<file path="src/alarm_pkg.sv">
// constants for the alarm monitor and start-up sync control block
// assumes a 32-bit apb slave with word registers at index times four
package alarm_pkg;

    // =========================================================
    // bus and register geometry
    localparam int ADDR_W = 10;
    localparam int REG_W = 16;
    localparam int ALARM_W = 12;
    localparam logic [7:0] IDX_MAIN = 8'h00;
    localparam logic [7:0] IDX_SHUTOFF = 8'h02;
    localparam logic [7:0] IDX_STATUS = 8'h05;
    localparam logic [7:0] IDX_MASK = 8'h07;
    localparam logic [7:0] IDX_PLL = 8'h18;
    localparam logic [7:0] IDX_FUSE = 8'h1B;
    localparam logic [7:0] IDX_SYNC_AUX = 8'h1F;
    localparam logic [7:0] IDX_SYNC = 8'h20;

    // =========================================================
    // alarm status bit positions
    localparam int AL_ZERO = 0;
    localparam int AL_PLL = 1;
    localparam int AL_PATTERN = 2;
    localparam int AL_PAR_A = 3;
    localparam int AL_PAR_B = 4;
    localparam int AL_PAR_C = 5;
    localparam int AL_PAR_D = 6;
    localparam int AL_NEAR2 = 7;
    localparam int AL_NEAR1 = 8;
    localparam int AL_COLLIDE = 9;
    localparam int AL_DACCLK = 10;
    localparam int AL_DATACLK = 11;

    // =========================================================
    // control field positions
    localparam int MC_CLKDIV_SYNC_ENA = 2;
    localparam int MC_TX_ENABLE = 12;
    localparam int MC_DUAL_PARITY = 13;
    localparam int MC_PARITY_ENA = 14;
    localparam int MC_PATTERN_RUN = 15;
    localparam int SO_DACCLK = 0;
    localparam int SO_DATACLK = 1;
    localparam int SO_COLLIDE = 2;
    localparam int SO_W = 3;
    localparam int PLL_NDIVSYNC_BIT = 11;
    localparam int FUSE_SLEEP_BIT = 11;
    localparam int AUX_FIFO_SRC_LSB = 2;
    localparam int SS_IN_LSB = 12;
    localparam int SS_OUT_LSB = 8;
    localparam int SS_CLKDIV_BIT = 0;

    // =========================================================
    // reset values
    localparam logic [ALARM_W-1:0] MASK_RESET = 12'hFFF;
    localparam logic [3:0] SEL_OFF = 4'h0;

endpackage : alarm_pkg

</file>
<file path="src/alarm_sync_if.sv">
// carries synchronised alarm levels, sync edge and tx pin level
// assumes both ends run on the one system clock
`timescale 1ns/1ps
interface alarm_sync_if;
    logic [alarm_pkg::ALARM_W-1:0] alarm_lvl;
    logic sync_rise;
    logic tx_pin;
    modport source (output alarm_lvl, output sync_rise, output tx_pin);
    modport sink (input alarm_lvl, input sync_rise, input tx_pin);
endinterface : alarm_sync_if

</file>
<file path="src/alarm_input_sync.sv">
// two-flop synchronisers for alarm conditions, sync pin and tx pin
// assumes all inputs are asynchronous to mclk_in
`timescale 1ns/1ps
module alarm_input_sync (
    input wire logic mclk_in,
    input wire logic reset_in,
    input wire logic [alarm_pkg::ALARM_W-1:0] alarm_cond_in,
    input wire logic sync_pin_in,
    input wire logic tx_enable_pin_in,
    alarm_sync_if.source ev
);
    localparam int W = alarm_pkg::ALARM_W;

    typedef struct packed {
        logic [W+1:0] stage1;
        logic [W+1:0] stage2;
        logic sync_last;
    } state_type;

    state_type state_reg;
    state_type state_next;

    // =========================================================
    // synchroniser chain
    always_comb
    begin
        state_next = state_reg;
        state_next.stage1 = {tx_enable_pin_in, sync_pin_in, alarm_cond_in};
        state_next.stage2 = state_reg.stage1;
        state_next.sync_last = state_reg.stage2[W];
    end

    always_ff @(posedge mclk_in or posedge reset_in)
    begin
        if (reset_in)
            state_reg <= '0;
        else
            state_reg <= state_next;
    end

    // edge is taken after the second stage only
    assign ev.alarm_lvl = state_reg.stage2[W-1:0];
    assign ev.sync_rise = state_reg.stage2[W] & ~state_reg.sync_last;
    assign ev.tx_pin = state_reg.stage2[W+1];

endmodule : alarm_input_sync

</file>
<file path="src/alarm_monitor.sv">
// alarm aggregation, output shut-off and start-up sync control
// assumes an apb master on mclk_in; alarm and sync pins are asynchronous
`timescale 1ns/1ps
module alarm_monitor (
    input wire logic mclk_in,
    input wire logic reset_in,
    input wire logic psel_in,
    input wire logic penable_in,
    input wire logic pwrite_in,
    input wire logic [alarm_pkg::ADDR_W-1:0] paddr_in,
    input wire logic [31:0] pwdata_in,
    output logic pready_out,
    output logic [31:0] prdata_out,
    output logic pslverr_out,
    input wire logic [alarm_pkg::ALARM_W-1:0] alarm_cond_in,
    input wire logic sync_pin_in,
    input wire logic tx_enable_pin_in,
    output logic alarm_out,
    output logic dac_output_enable_out,
    output logic fuse_sleep_out,
    output logic [3:0] fifo_in_sync_sel_out,
    output logic [3:0] fifo_out_sync_sel_out,
    output logic [1:0] fifo_input_src_out,
    output logic clkdiv_sync_sel_out,
    output logic fifo_sync_pulse_out,
    output logic clkdiv_sync_pulse_out,
    output logic pll_ndiv_sync_pulse_out,
    output logic sync_done_out
);
    localparam int W = alarm_pkg::ALARM_W;
    localparam int RW = alarm_pkg::REG_W;

    typedef struct packed {
        logic [RW-1:0] main_ctl;
        logic [alarm_pkg::SO_W-1:0] shutoff;
        logic [W-1:0] status;
        logic [W-1:0] mask;
        logic pll_ndivsync;
        logic fuse_sleep;
        logic [1:0] fifo_src;
        logic [3:0] fifo_in_sel;
        logic [3:0] fifo_out_sel;
        logic clkdiv_sel;
        logic sync_done;
        logic fifo_pulse;
        logic clkdiv_pulse;
        logic pll_pulse;
        logic alarm;
        logic dac_on;
        logic [31:0] rdata;
    } state_type;

    localparam state_type RESET_STATE = '{
        mask: alarm_pkg::MASK_RESET,
        default: '0
    };

    alarm_sync_if ev ();

    state_type state_reg;
    state_type state_next;

    // =========================================================
    // helpers
    function automatic logic is_mapped(input logic [7:0] idx);
        case (idx)
            alarm_pkg::IDX_MAIN, alarm_pkg::IDX_SHUTOFF,
            alarm_pkg::IDX_STATUS, alarm_pkg::IDX_MASK,
            alarm_pkg::IDX_PLL, alarm_pkg::IDX_FUSE,
            alarm_pkg::IDX_SYNC_AUX, alarm_pkg::IDX_SYNC:
                is_mapped = 1'b1;
            default:
                is_mapped = 1'b0;
        endcase
    endfunction : is_mapped

    // maps shut-off enables onto the alarm bits they watch
    function automatic logic [W-1:0] shut_vec(
        input logic [alarm_pkg::SO_W-1:0] so);
        shut_vec = '0;
        shut_vec[alarm_pkg::AL_DACCLK] = so[alarm_pkg::SO_DACCLK];
        shut_vec[alarm_pkg::AL_DATACLK] = so[alarm_pkg::SO_DATACLK];
        shut_vec[alarm_pkg::AL_COLLIDE] = so[alarm_pkg::SO_COLLIDE];
    endfunction : shut_vec

    // =========================================================
    // input synchronisers
    alarm_input_sync u_sync (
        .mclk_in(mclk_in),
        .reset_in(reset_in),
        .alarm_cond_in(alarm_cond_in),
        .sync_pin_in(sync_pin_in),
        .tx_enable_pin_in(tx_enable_pin_in),
        .ev(ev.source)
    );

    logic [7:0] idx;
    logic setup_phase;
    logic wr_access;
    logic [RW-1:0] wdata;
    logic [W-1:0] set_vec;
    logic forced_off;
    logic tx_req;
    logic status_wr;

    assign idx = paddr_in[alarm_pkg::ADDR_W-1:2];
    assign setup_phase = psel_in & ~penable_in;
    assign wr_access = psel_in & penable_in & pwrite_in & is_mapped(idx);
    assign wdata = pwdata_in[RW-1:0];
    assign status_wr = wr_access & (idx == alarm_pkg::IDX_STATUS);
    assign forced_off =
        |(state_reg.status & shut_vec(state_reg.shutoff));
    assign tx_req = ev.tx_pin | state_reg.main_ctl[alarm_pkg::MC_TX_ENABLE];

    // =========================================================
    // alarm qualification
    always_comb
    begin
        set_vec = ev.alarm_lvl;
        // zero check, fifo proximity and clock loss pass straight through
        set_vec[alarm_pkg::AL_PATTERN] = ev.alarm_lvl[alarm_pkg::AL_PATTERN]
            & state_reg.main_ctl[alarm_pkg::MC_PATTERN_RUN];
        set_vec[alarm_pkg::AL_PAR_A] = ev.alarm_lvl[alarm_pkg::AL_PAR_A]
            & state_reg.main_ctl[alarm_pkg::MC_PARITY_ENA];
        set_vec[alarm_pkg::AL_PAR_B] = ev.alarm_lvl[alarm_pkg::AL_PAR_B]
            & state_reg.main_ctl[alarm_pkg::MC_PARITY_ENA];
        set_vec[alarm_pkg::AL_PAR_C] = ev.alarm_lvl[alarm_pkg::AL_PAR_C]
            & state_reg.main_ctl[alarm_pkg::MC_PARITY_ENA]
            & state_reg.main_ctl[alarm_pkg::MC_DUAL_PARITY];
        set_vec[alarm_pkg::AL_PAR_D] = ev.alarm_lvl[alarm_pkg::AL_PAR_D]
            & state_reg.main_ctl[alarm_pkg::MC_PARITY_ENA]
            & state_reg.main_ctl[alarm_pkg::MC_DUAL_PARITY];
    end

    // =========================================================
    // next state
    always_comb
    begin
        state_next = state_reg;
        if (wr_access)
        begin
            case (idx)
                alarm_pkg::IDX_MAIN:
                    state_next.main_ctl = wdata;
                alarm_pkg::IDX_SHUTOFF:
                    state_next.shutoff = wdata[alarm_pkg::SO_W-1:0];
                alarm_pkg::IDX_MASK:
                    state_next.mask = wdata[W-1:0];
                alarm_pkg::IDX_PLL:
                    state_next.pll_ndivsync =
                        wdata[alarm_pkg::PLL_NDIVSYNC_BIT];
                alarm_pkg::IDX_FUSE:
                    state_next.fuse_sleep = wdata[alarm_pkg::FUSE_SLEEP_BIT];
                alarm_pkg::IDX_SYNC_AUX:
                    state_next.fifo_src =
                        wdata[alarm_pkg::AUX_FIFO_SRC_LSB +: 2];
                alarm_pkg::IDX_SYNC:
                begin
                    state_next.fifo_in_sel =
                        wdata[alarm_pkg::SS_IN_LSB +: 4];
                    state_next.fifo_out_sel =
                        wdata[alarm_pkg::SS_OUT_LSB +: 4];
                    state_next.clkdiv_sel =
                        wdata[alarm_pkg::SS_CLKDIV_BIT];
                end
                default:
                    state_next.main_ctl = state_reg.main_ctl;
            endcase
        end
        // writing zero clears a bit; a new event in the same cycle wins
        if (status_wr)
            state_next.status = (state_reg.status & wdata[W-1:0]) | set_vec;
        else
            state_next.status = state_reg.status | set_vec;
        // sync pulses follow the synchronised sync edge
        state_next.fifo_pulse = ev.sync_rise
            & ((state_reg.fifo_in_sel != alarm_pkg::SEL_OFF)
            | (state_reg.fifo_out_sel != alarm_pkg::SEL_OFF));
        // periodic edges are accepted the same way as a single one
        state_next.clkdiv_pulse = ev.sync_rise
            & state_reg.main_ctl[alarm_pkg::MC_CLKDIV_SYNC_ENA];
        state_next.pll_pulse = ev.sync_rise & state_reg.pll_ndivsync;
        // a shut-off alarm voids the sync so the host must resync
        state_next.sync_done = state_next.fifo_pulse
            | (state_reg.sync_done & ~forced_off);
        state_next.alarm = |(state_reg.status & ~state_reg.mask);
        state_next.dac_on =
            tx_req & state_reg.sync_done & ~forced_off;
        if (setup_phase)
        begin
            state_next.rdata = '0;
            case (idx)
                alarm_pkg::IDX_MAIN:
                    state_next.rdata[RW-1:0] = state_reg.main_ctl;
                alarm_pkg::IDX_SHUTOFF:
                    state_next.rdata[alarm_pkg::SO_W-1:0] = state_reg.shutoff;
                alarm_pkg::IDX_STATUS:
                    state_next.rdata[W-1:0] = state_reg.status;
                alarm_pkg::IDX_MASK:
                    state_next.rdata[W-1:0] = state_reg.mask;
                alarm_pkg::IDX_PLL:
                    state_next.rdata[alarm_pkg::PLL_NDIVSYNC_BIT] =
                        state_reg.pll_ndivsync;
                alarm_pkg::IDX_FUSE:
                    state_next.rdata[alarm_pkg::FUSE_SLEEP_BIT] =
                        state_reg.fuse_sleep;
                alarm_pkg::IDX_SYNC_AUX:
                    state_next.rdata[alarm_pkg::AUX_FIFO_SRC_LSB +: 2] =
                        state_reg.fifo_src;
                alarm_pkg::IDX_SYNC:
                begin
                    state_next.rdata[alarm_pkg::SS_IN_LSB +: 4] =
                        state_reg.fifo_in_sel;
                    state_next.rdata[alarm_pkg::SS_OUT_LSB +: 4] =
                        state_reg.fifo_out_sel;
                    state_next.rdata[alarm_pkg::SS_CLKDIV_BIT] =
                        state_reg.clkdiv_sel;
                end
                default:
                    state_next.rdata = '0;
            endcase
        end
    end

    always_ff @(posedge mclk_in or posedge reset_in)
    begin
        if (reset_in)
            state_reg <= RESET_STATE;
        else
            state_reg <= state_next;
    end

    // =========================================================
    // outputs
    assign pready_out = 1'b1;
    assign pslverr_out = psel_in & penable_in & ~is_mapped(idx);
    assign prdata_out = state_reg.rdata;
    assign alarm_out = state_reg.alarm;
    assign dac_output_enable_out = state_reg.dac_on;
    assign fuse_sleep_out = state_reg.fuse_sleep;
    assign fifo_in_sync_sel_out = state_reg.fifo_in_sel;
    assign fifo_out_sync_sel_out = state_reg.fifo_out_sel;
    assign fifo_input_src_out = state_reg.fifo_src;
    assign clkdiv_sync_sel_out = state_reg.clkdiv_sel;
    assign fifo_sync_pulse_out = state_reg.fifo_pulse;
    assign clkdiv_sync_pulse_out = state_reg.clkdiv_pulse;
    assign pll_ndiv_sync_pulse_out = state_reg.pll_pulse;
    assign sync_done_out = state_reg.sync_done;
endmodule : alarm_monitor

</file>
<file path="config.mk">
export PLATFORM = sky130hd
export DESIGN_NAME = alarm_monitor
export DESIGN_NICKNAME = d
export VERILOG_FILES = /design/src/alarm_pkg.sv /design/src/alarm_sync_if.sv /design/src/alarm_input_sync.sv /design/src/alarm_monitor.sv
export SDC_FILE = /design/constraint.sdc
export NUM_CORES = 1
export LEC_CHECK = 0
export ABC_CLOCK_PERIOD_IN_PS = 3250
export BUFFER_PORTS_ARGS = -buffer_cell sky130_fd_sc_hd__buf_4
export CAP_MARGIN = 10
export CORE_MARGIN = 8
export CORE_UTILIZATION = 48
export CTS_CLUSTER_DIAMETER = 200
export DETAILED_ROUTE_END_ITERATION = 8
export HOLD_SLACK_MARGIN = 0.05
export PLACE_DENSITY = 0.72
export SETUP_SLACK_MARGIN = 0.4
export SLEW_MARGIN = 0
export SYNTH_ARGS = -nofsm -noshare
export SYNTH_HDL_FRONTEND = slang
export SYNTH_SLANG_ARGS = --single-unit
</file>
<file path="constraint.sdc">
create_clock -name mclk_in -period 3.25 [get_ports mclk_in]
set_input_delay 0.65 -clock mclk_in [delete_from_list [all_inputs] [get_ports mclk_in]]
set_output_delay 0.65 -clock mclk_in [all_outputs]
set_load 0.02 [all_outputs]
</file>
-- After elaboration in Yosys (flattened, before gate mapping)
Cells that the tools add are included.
- eq/ne operators: 7
- mux-type cells: 10
- bitwise operators: 33
- reduce and logical (&&, ||, !) cells: 13
- operators with widths (kind ; number):
    12-bit bitwise AND ; 3
    8-bit by 5-bit == test with 1-bit output (second input constant) ; 3
    12-bit bitwise OR ; 2
    12-bit OR reduction ; 2
    1-bit bitwise AND ; 20
    8-bit by 3-bit == test with 1-bit output (second input constant) ; 2
    2-bit AND reduction ; 7
    12-bit 2-to-1 mux ; 1
    12-bit NOT ; 1
    3-bit one-hot mux with 4 select lines ; 1
    4-bit one-hot mux with 3 select lines ; 1
    1-bit one-hot mux with 5 select lines ; 2
    8-bit by 2-bit == test with 1-bit output (second input constant) ; 1
    8-bit by 6-bit == test with 1-bit output (second input constant) ; 1
    8-bit logical NOT ; 1
    1-bit one-hot mux with 4 select lines ; 2
    4-bit one-hot mux with 2 select lines ; 1
    4-bit nonzero test ; 2
    8-bit OR reduction ; 1
    1-bit one-hot mux with 6 select lines ; 1
    1-bit NOT ; 4
    1-bit bitwise OR ; 3
    1-bit 2-to-1 mux ; 1
- register bits: 107
- output and inout port bits: 52
- word-level logic and storage cells: 83

-- Logic depth before layout (Yosys ltp)
Gate-level depths: netlist of run 1.
- depth in word-level cells: 6
- mapped depth: 7
- mapped depth without buffers: 4

-- Modules after synthesis
From an unflattened synthesis of run 1, not the netlist that was laid out.
- cells, all modules: 400
- area total of the unflattened synthesis: 4862.2 um^2
- modules (own cells, without submodules) (module ; instances ; cells an instance ; area each (um^2) ; seq. area each (um^2)):
    alarm_monitor ; 1 ; 357 ; 4028.9 ; 1966.9
    alarm_input_sync ; 1 ; 43 ; 833.3 ; 725.7

-- Worst setup path after synthesis of run 1
Ideal clock, no wire load.
- path kind: input port to output port
- start: input port paddr_in[4] in the netlist's numbering
- end: output port pslverr_out
- arrival time: 2063 ps
- data required time: 2600 ps
- setup slack: 537 ps
- stages: 5
- path buffers: 2
- cell sequence: clkbuf_1 and2_1 clkbuf_1 o21a_1 nor4_1
- cells in the longest elaborated chain, start to end: 5
- elaborated cells between the ends (all ways): 12
- ends and longest elaborated chain (item ; RTL line ; source):
    start, declared ; alarm_monitor.sv:10 ; input wire logic [alarm_pkg::ADDR_W-1:0] paddr_in,
    8-bit by 3-bit == test with 1-bit output (tied with other cells) ; alarm_monitor.sv:66 ; case (idx)
    8-bit OR reduction (*) ; alarm_monitor.sv:66 ;
    1-bit 2-to-1 mux (*) ; alarm_monitor.sv:66 ;
    1-bit NOT (*) ; alarm_monitor.sv:236 ; assign pslverr_out = psel_in & penable_in & ~is_mapped(idx);
    1-bit bitwise AND (*) ; alarm_monitor.sv:236 ;
    end, declared ; alarm_monitor.sv:14 ; output logic pslverr_out,
Every way passes the cells marked *; elsewhere a longest branch is shown, timed or not.

-- Worst setup path after layout of run 1
- start: input port paddr_in[7] in the netlist's numbering
- end: output port pslverr_out
The elaborated chain is that of the path after synthesis.

==> impl_metrics.json, run 1 <==
{
  "status": "finished, final reports clean",
  "io_buffers": 77,
  "setup_viol": 0,
  "arrival_ns": 2.08,
  "num_antenna_cells": 0,
  "path_cells": "buf_4, or3_1, nor3_2, o21a_1, nor4_1, buf_4",
  "start_util_pct": 48.5,
  "drv_cap": 0,
  "numCtsBuffers": 9,
  "switching_share_pct": 26.3,
  "cp-start-kind": "primary input",
  "maxSlewViolCount": 0,
  "drtIter0Drc": 192,
  "r2r_slack_ns": 1.64,
  "clk_pin_slew_ns": 0.09,
  "gp_congestion": 0.872,
  "grt_pass1_vias": 3204,
  "synth_ff_type": "dfrtp_1",
  "grt_max_degree": 108,
  "clock_power_share_pct": 29.3,
  "area_growth_pct": 13.6,
  "ys_ff_latch": 107,
  "vdd_ir_drop_max_uv": 212,
  "rows": 36,
  "mostFrequentLayoutCells": "95 x dfrtp_1, 83 x buf_4, 40 x mux2_2",
  "fin_total_pwr_mw": 2.43,
  "vias": 3116,
  "seq_area_frac_synth_pct": 57.9,
  "routed_via_density": 5.34,
  "final_common_cell": "dfrtp_1",
  "hold_viol_final": 0,
  "hpwlAfterDp_um": 7740,
  "power_frac_comb_pct": 12.1,
  "clk_latency_ns": 0.35,
  "die_h_um": 114,
  "nNetsFinal": 506,
  "rsz0062_at_grt": "false",
  "max_stage_delay_ns": 0.51,
  "ctsHoldBuffers": 0,
  "finish.utilization_pct": 55.1,
  "fin_ws_ns": 0.516,
  "fin_tns_setup_ns": 0,
  "p_int_mw": 1.79,
  "critPathKind": "primary input to output port",
  "whs_ns": 0.355,
  "grt_antenna_before_repair": 0,
  "crit_buf_inv": 2,
  "synthArstFlopShare_pct": 100,
  "drive_above_1_share_pct": 35.1,
  "cp_top_family": "simple AND/OR/NAND/NOR gates",
  "dieArea_mm2": 0.0131,
  "largest_reg_flops": 44,
  "cts_resized": 0,
  "end_kind": "output port",
  "drc": 0,
  "crit_slowest_cell": "or3_1",
  "synth.area.top_cells": "dfrtp_1 51%, mux2_2 9.7%, buf_4 7.1%",
  "synth_top_area_share_pct": 51.1,
  "yosys.area.top_type": "dfrtp_1",
  "fmaxAchievable_ghz": 0.366,
  "p_leak_nw": 2.50,
  "ctsHtreeMaxLevel": 3,
  "clock_path_buffers": 2,
  "yosysWarnings": 0,
  "cts-root-buf": "clkbuf_8",
  "wl_um": 10700,
  "tightest_slew_ns": 0.798,
  "hold_class": "flip-flop to flip-flop",
  "grt-ovfl-total": 0,
  "timing.final.crit_share_pct": 84.1,
  "grt_pass1_wl_um": 16900,
  "worst_path_most_repeated_cell": "buf_4",
  "slew_headroom_pct": 46.4,
  "cts_tree": "yes",
  "syn_inst": 394,
  "io_pins": 113,
  "die_w_um": 114,
  "core_area_mm2": 0.00959,
  "synth.distinct_cells": 45,
  "cts.sinks": 107,
  "syn_avg_cell_area_um2": 11.8,
  "grt_use_total_pct": 16.6,
  "detail-route-antenna-nets": 0,
  "required_ns": 2.60,
  "power_density_mw_per_mm2": 459,
  "min_period_ns": 2.73,
  "postCtsSetupRepairBufs": 0,
  "fin_skew_ns": 0.00847,
  "netlist_area_mm2": 0.00465,
  "dr.pass1.iters": 5,
  "wire_per_inst_um": 18.4,
  "dp_slack_ns": 0.543,
  "seq_power_share_pct": 58.6,
  "critical_path_peak_fanout": 12,
  "synth_edf_count": 0,
  "switchingPower_uw": 638
}
## cells in the mapped netlist, drive strengths merged, types with 6 or more instances
cell and number:
inv 16, buf 48, o21ai 20, nor2 25, a221oi 11, nand3 11
mux2i 8, a22o 6, nor3 6, dfrtp 95, nor4 9, dfstp 12
mux2 40, nand2 21, clkbuf 11, nand2b 10
## metal layers
| metal | track usage, % | part of all wire [%] | wire (µm) |
|---|---|---|---|
| met2 | 26.1 | 47 | 5010 |
| met5 | 0 | 0 | 0 |
| met1 | 21.1 | 43 | 4590 |
| met4 | 5.59 | 1.6 | 174 |
| met3 | 5.33 | 8.6 | 924 |
## power groups by stage
stage / clock network (mW) / logic, mW / registers, mW
global route: 0.782 / 0.320 / 1.43
detailed placement: 0 / 0.296 / 1.45
CTS: 0.730 / 0.296 / 1.42
floorplan: 0 / 0.197 / 1.45
global placement: 0 / 0.292 / 1.44
finish: 0.711 / 0.294 / 1.42
## final timing paths
check / endpoint / start / cells past startpoint
max: pslverr_out / paddr_in[7] / 6
min: u_sync.ev.alarm_lvl[0]$_DFF_PP0_ / u_sync.state_next[1]$_DFF_PP0_ / 0
max reg2reg: prdata_out[11]$_DFFE_PP0P_ / state_reg[50]$_DFFE_PP0P_ / 4
min reg2reg: u_sync.ev.alarm_lvl[0]$_DFF_PP0_ / u_sync.state_next[1]$_DFF_PP0_ / 0
max in group asynchronous: state_reg[62]$_DFFE_PP1P_ / reset_in / 3
min in group asynchronous: u_sync.ev.alarm_lvl[5]$_DFF_PP0_ / reset_in / 3
## final cells by class
type | count | area [µm²]
fillers | 826 | 4310
flip-flops and latches | 107 | 2690
multi-input cells | 227 | 1560
repair buffers | 84 | 643
well taps | 133 | 166
clock buffers | 12 | 135
inverters | 16 | 63.8
clock inverters | 4 | 26.3
## through the flow
stage | instance area (µm²) | instances
CTS | 5290 | 583
detailed placement | 5120 | 567
floorplan | 4710 | 409
global route | 5290 | 583
global placement | 5120 | 567
finish | 5290 | 583
## cells by family (layout without fill, tap and decap cells)
| family | after synthesis | count (layout) | synth area share [%] |
|---|---|---|---|
| muxes | 48 | 48 | 11.4 |
| DFF | 107 | 107 | 57.9 |
| and+or+nand+nor | 98 | 98 | 11.2 |
| AOI/OAI and AO/OA | 64 | 64 | 9.55 |
| buffers and inverters | 75 | 116 | 9.82 |
| other | 2 | 17 | 0.161 |
## worst register-to-register path: stages (launching register included)
cell	delay [ns]
dfrtp_1	0.38
or3b_2	0.44
a2111oi_0	0.42
a31oi_1	0.12
a31oi_1	0.19
Note: power is estimated with default switching activity, not from simulation.
==> run 2, diff against run 1 <==
ABC_CLOCK_PERIOD_IN_PS = 2580   (was 3250)
CORE_UTILIZATION = 53   (was 48)
PLACE_DENSITY = 0.75   (was 0.72)
clock period = 2.58 ns   (was 3.25 ns; I/O delays follow)
==> impl_metrics.json, run 2 (synthesized netlist as in run 1, its figures left out) <==
{
  "num_antenna_cells": 0,
  "required_ns": 2.06,
  "clock_power_share_pct": 30.5,
  "status": "finished, final reports clean",
  "fin_skew_ns": 0.00571,
  "hpwlAfterDp_um": 7710,
  "path_cells": "buf_4, or3_4, nor3_4, o21a_1, nor4_4, buf_4",
  "fmaxAchievable_ghz": 0.466,
  "vdd_ir_drop_max_uv": 285,
  "hold_viol_final": 0,
  "tightest_slew_ns": 0.679,
  "maxSlewViolCount": 0,
  "cts_tree": "yes",
  "seq_power_share_pct": 57.4,
  "critical_path_peak_fanout": 4,
  "clk_latency_ns": 0.36,
  "r2r_slack_ns": 0.95,
  "setup_viol": 0,
  "p_int_mw": 2.29,
  "drv_cap": 0,
  "max_stage_delay_ns": 0.38,
  "wl_met2_um": 5100,
  "min_period_ns": 2.15,
  "grt_use_total_pct": 18.1,
  "drtIter0Drc": 222,
  "rsz0062_at_grt": "false",
  "grt_antenna_before_repair": 0,
  "clock_path_buffers": 2,
  "numCtsBuffers": 9,
  "arrival_ns": 1.63,
  "rows": 34,
  "core_area_mm2": 0.00864,
  "timing.final.crit_share_pct": 83.2,
  "slew_headroom_pct": 54.4,
  "area_growth_pct": 16.2,
  "clk_pin_slew_ns": 0.10,
  "crit_buf_inv": 2,
  "hold_class": "primary input to flip-flop",
  "cts.sinks": 107,
  "ctsHtreeMaxLevel": 3,
  "fin_total_pwr_mw": 3.12,
  "vias": 3168,
  "end_kind": "output port",
  "cp_top_family": "simple AND/OR/NAND/NOR gates",
  "mostFrequentLayoutCells": "95 x dfrtp_1, 91 x buf_4, 40 x mux2_2",
  "power_frac_comb_pct": 12.2,
  "largest_reg_flops": 44,
  "die_h_um": 110,
  "start_util_pct": 53.9,
  "wl_um": 10700,
  "final_cell_count_no_fill": 568,
  "critPathKind": "primary input to output port",
  "fin_tns_setup_ns": 0,
  "dieArea_mm2": 0.0120,
  "gp_congestion": 0.874,
  "wire_per_inst_um": 18.8,
  "drc": 0,
  "io_buffers": 77,
  "switchingPower_uw": 831,
  "ctsHoldBuffers": 0,
  "grt_pass1_wl_um": 16600,
  "cts-root-buf": "clkbuf_8",
  "switching_share_pct": 26.6,
  "die_w_um": 110,
  "crit_slowest_cell": "or3_4",
  "worst_path_most_repeated_cell": "buf_4",
  "power_density_mw_per_mm2": 577,
  "drive_above_1_share_pct": 38.3,
  "dr.pass1.iters": 4,
  "cp-start-kind": "primary input",
  "grt_pass1_vias": 3142,
  "detail-route-antenna-nets": 0,
  "dp_cells": 547,
  "top_layer": "met4",
  "dr_wl_met3_um": 1010,
  "routed_via_density": 5.58,
  "grt-ovfl-total": 0,
  "fill_cells": 707,
  "grt_max_degree": 108,
  "io_pins": 113,
  "p_leak_nw": 2.58,
  "final_common_cell": "dfrtp_1",
  "nNetsFinal": 516,
  "wl_met1_um": 4430
}
## run 2: cell count changes in the layout (fill, tap and decap cells not counted), moves of 2 or more
cell,previous run,this run
buf_4,83,91
buf_6,0,2
clkbuf_1,3,1
nor3_1,5,3
nor3_4,0,2
or3_1,2,0
or3_4,0,2
## run 2: what timing repair did
action | in CTS | in global routing
pin swaps | 5 | 1
setup endpoints to repair | 1 | 1
gates resized for setup | 6 | 2
buffers inserted | 4 | 1
## run 2: worst paths after layout
check                                                     start                                 to  cells after the start
worst max-delay path                                paddr_in[9]                        pslverr_out                      6
worst min-delay path                           alarm_cond_in[7]     u_sync.state_next[8]$_DFF_PP0_                      1
worst max register to register        state_reg[50]$_DFFE_PP0P_         prdata_out[11]$_DFFE_PP0P_                      4
worst min register to register  u_sync.state_next[11]$_DFF_PP0_  u_sync.ev.alarm_lvl[10]$_DFF_PP0_                      0
max in group asynchronous                              reset_in          state_reg[60]$_DFFE_PP1P_                      3
min in group asynchronous                              reset_in     u_sync.state_next[6]$_DFF_PP0_                      3
## run 2: power by group through the flow
stage | Sequential, mW | Combinational, mW | Clock, mW
after detailed placement | 1.82 | 0.376 | 0
after global routing | 1.80 | 0.413 | 1.03
after floorplan | 1.82 | 0.250 | 0
after global placement | 1.82 | 0.367 | 0
final | 1.79 | 0.380 | 0.950
after CTS | 1.79 | 0.382 | 0.967
## run 2: routing by layer
metal | up-vias | GRT usage [%]
met4 | 0 | 7.23
met1 | 1576 | 23.8
met3 | 12 | 5.10
met2 | 138 | 27.6
li1 | 1442 | -
met5 | - | 0
## run 2: through the flow
step                util (%)  hold WS (ns)  instance area, µm²  setup slack (ns)
floorplan                  -         0.331                4730             0.430
global placement        59.6         0.332                5150             0.296
detailed placement      59.6         0.335                5150             0.285
CTS                     62.4         0.229                5390             0.411
global route            62.6         0.220                5410             0.417
finish                  62.6         0.251                5410             0.434
## run 2: layout make-up
class / instances / area (µm²) / share of cell area [%]
Timing Repair Buffer: 94 / 726 / 13.4
Clock buffer: 11 / 141 / 2.62
Tap cell: 108 / 135 / 2.50
Clock inverter: 5 / 37.5 / 0.694
Sequential cell: 107 / 2690 / 49.8
Multi-Input combinational cell: 227 / 1610 / 29.8
Inverter: 16 / 63.8 / 1.18
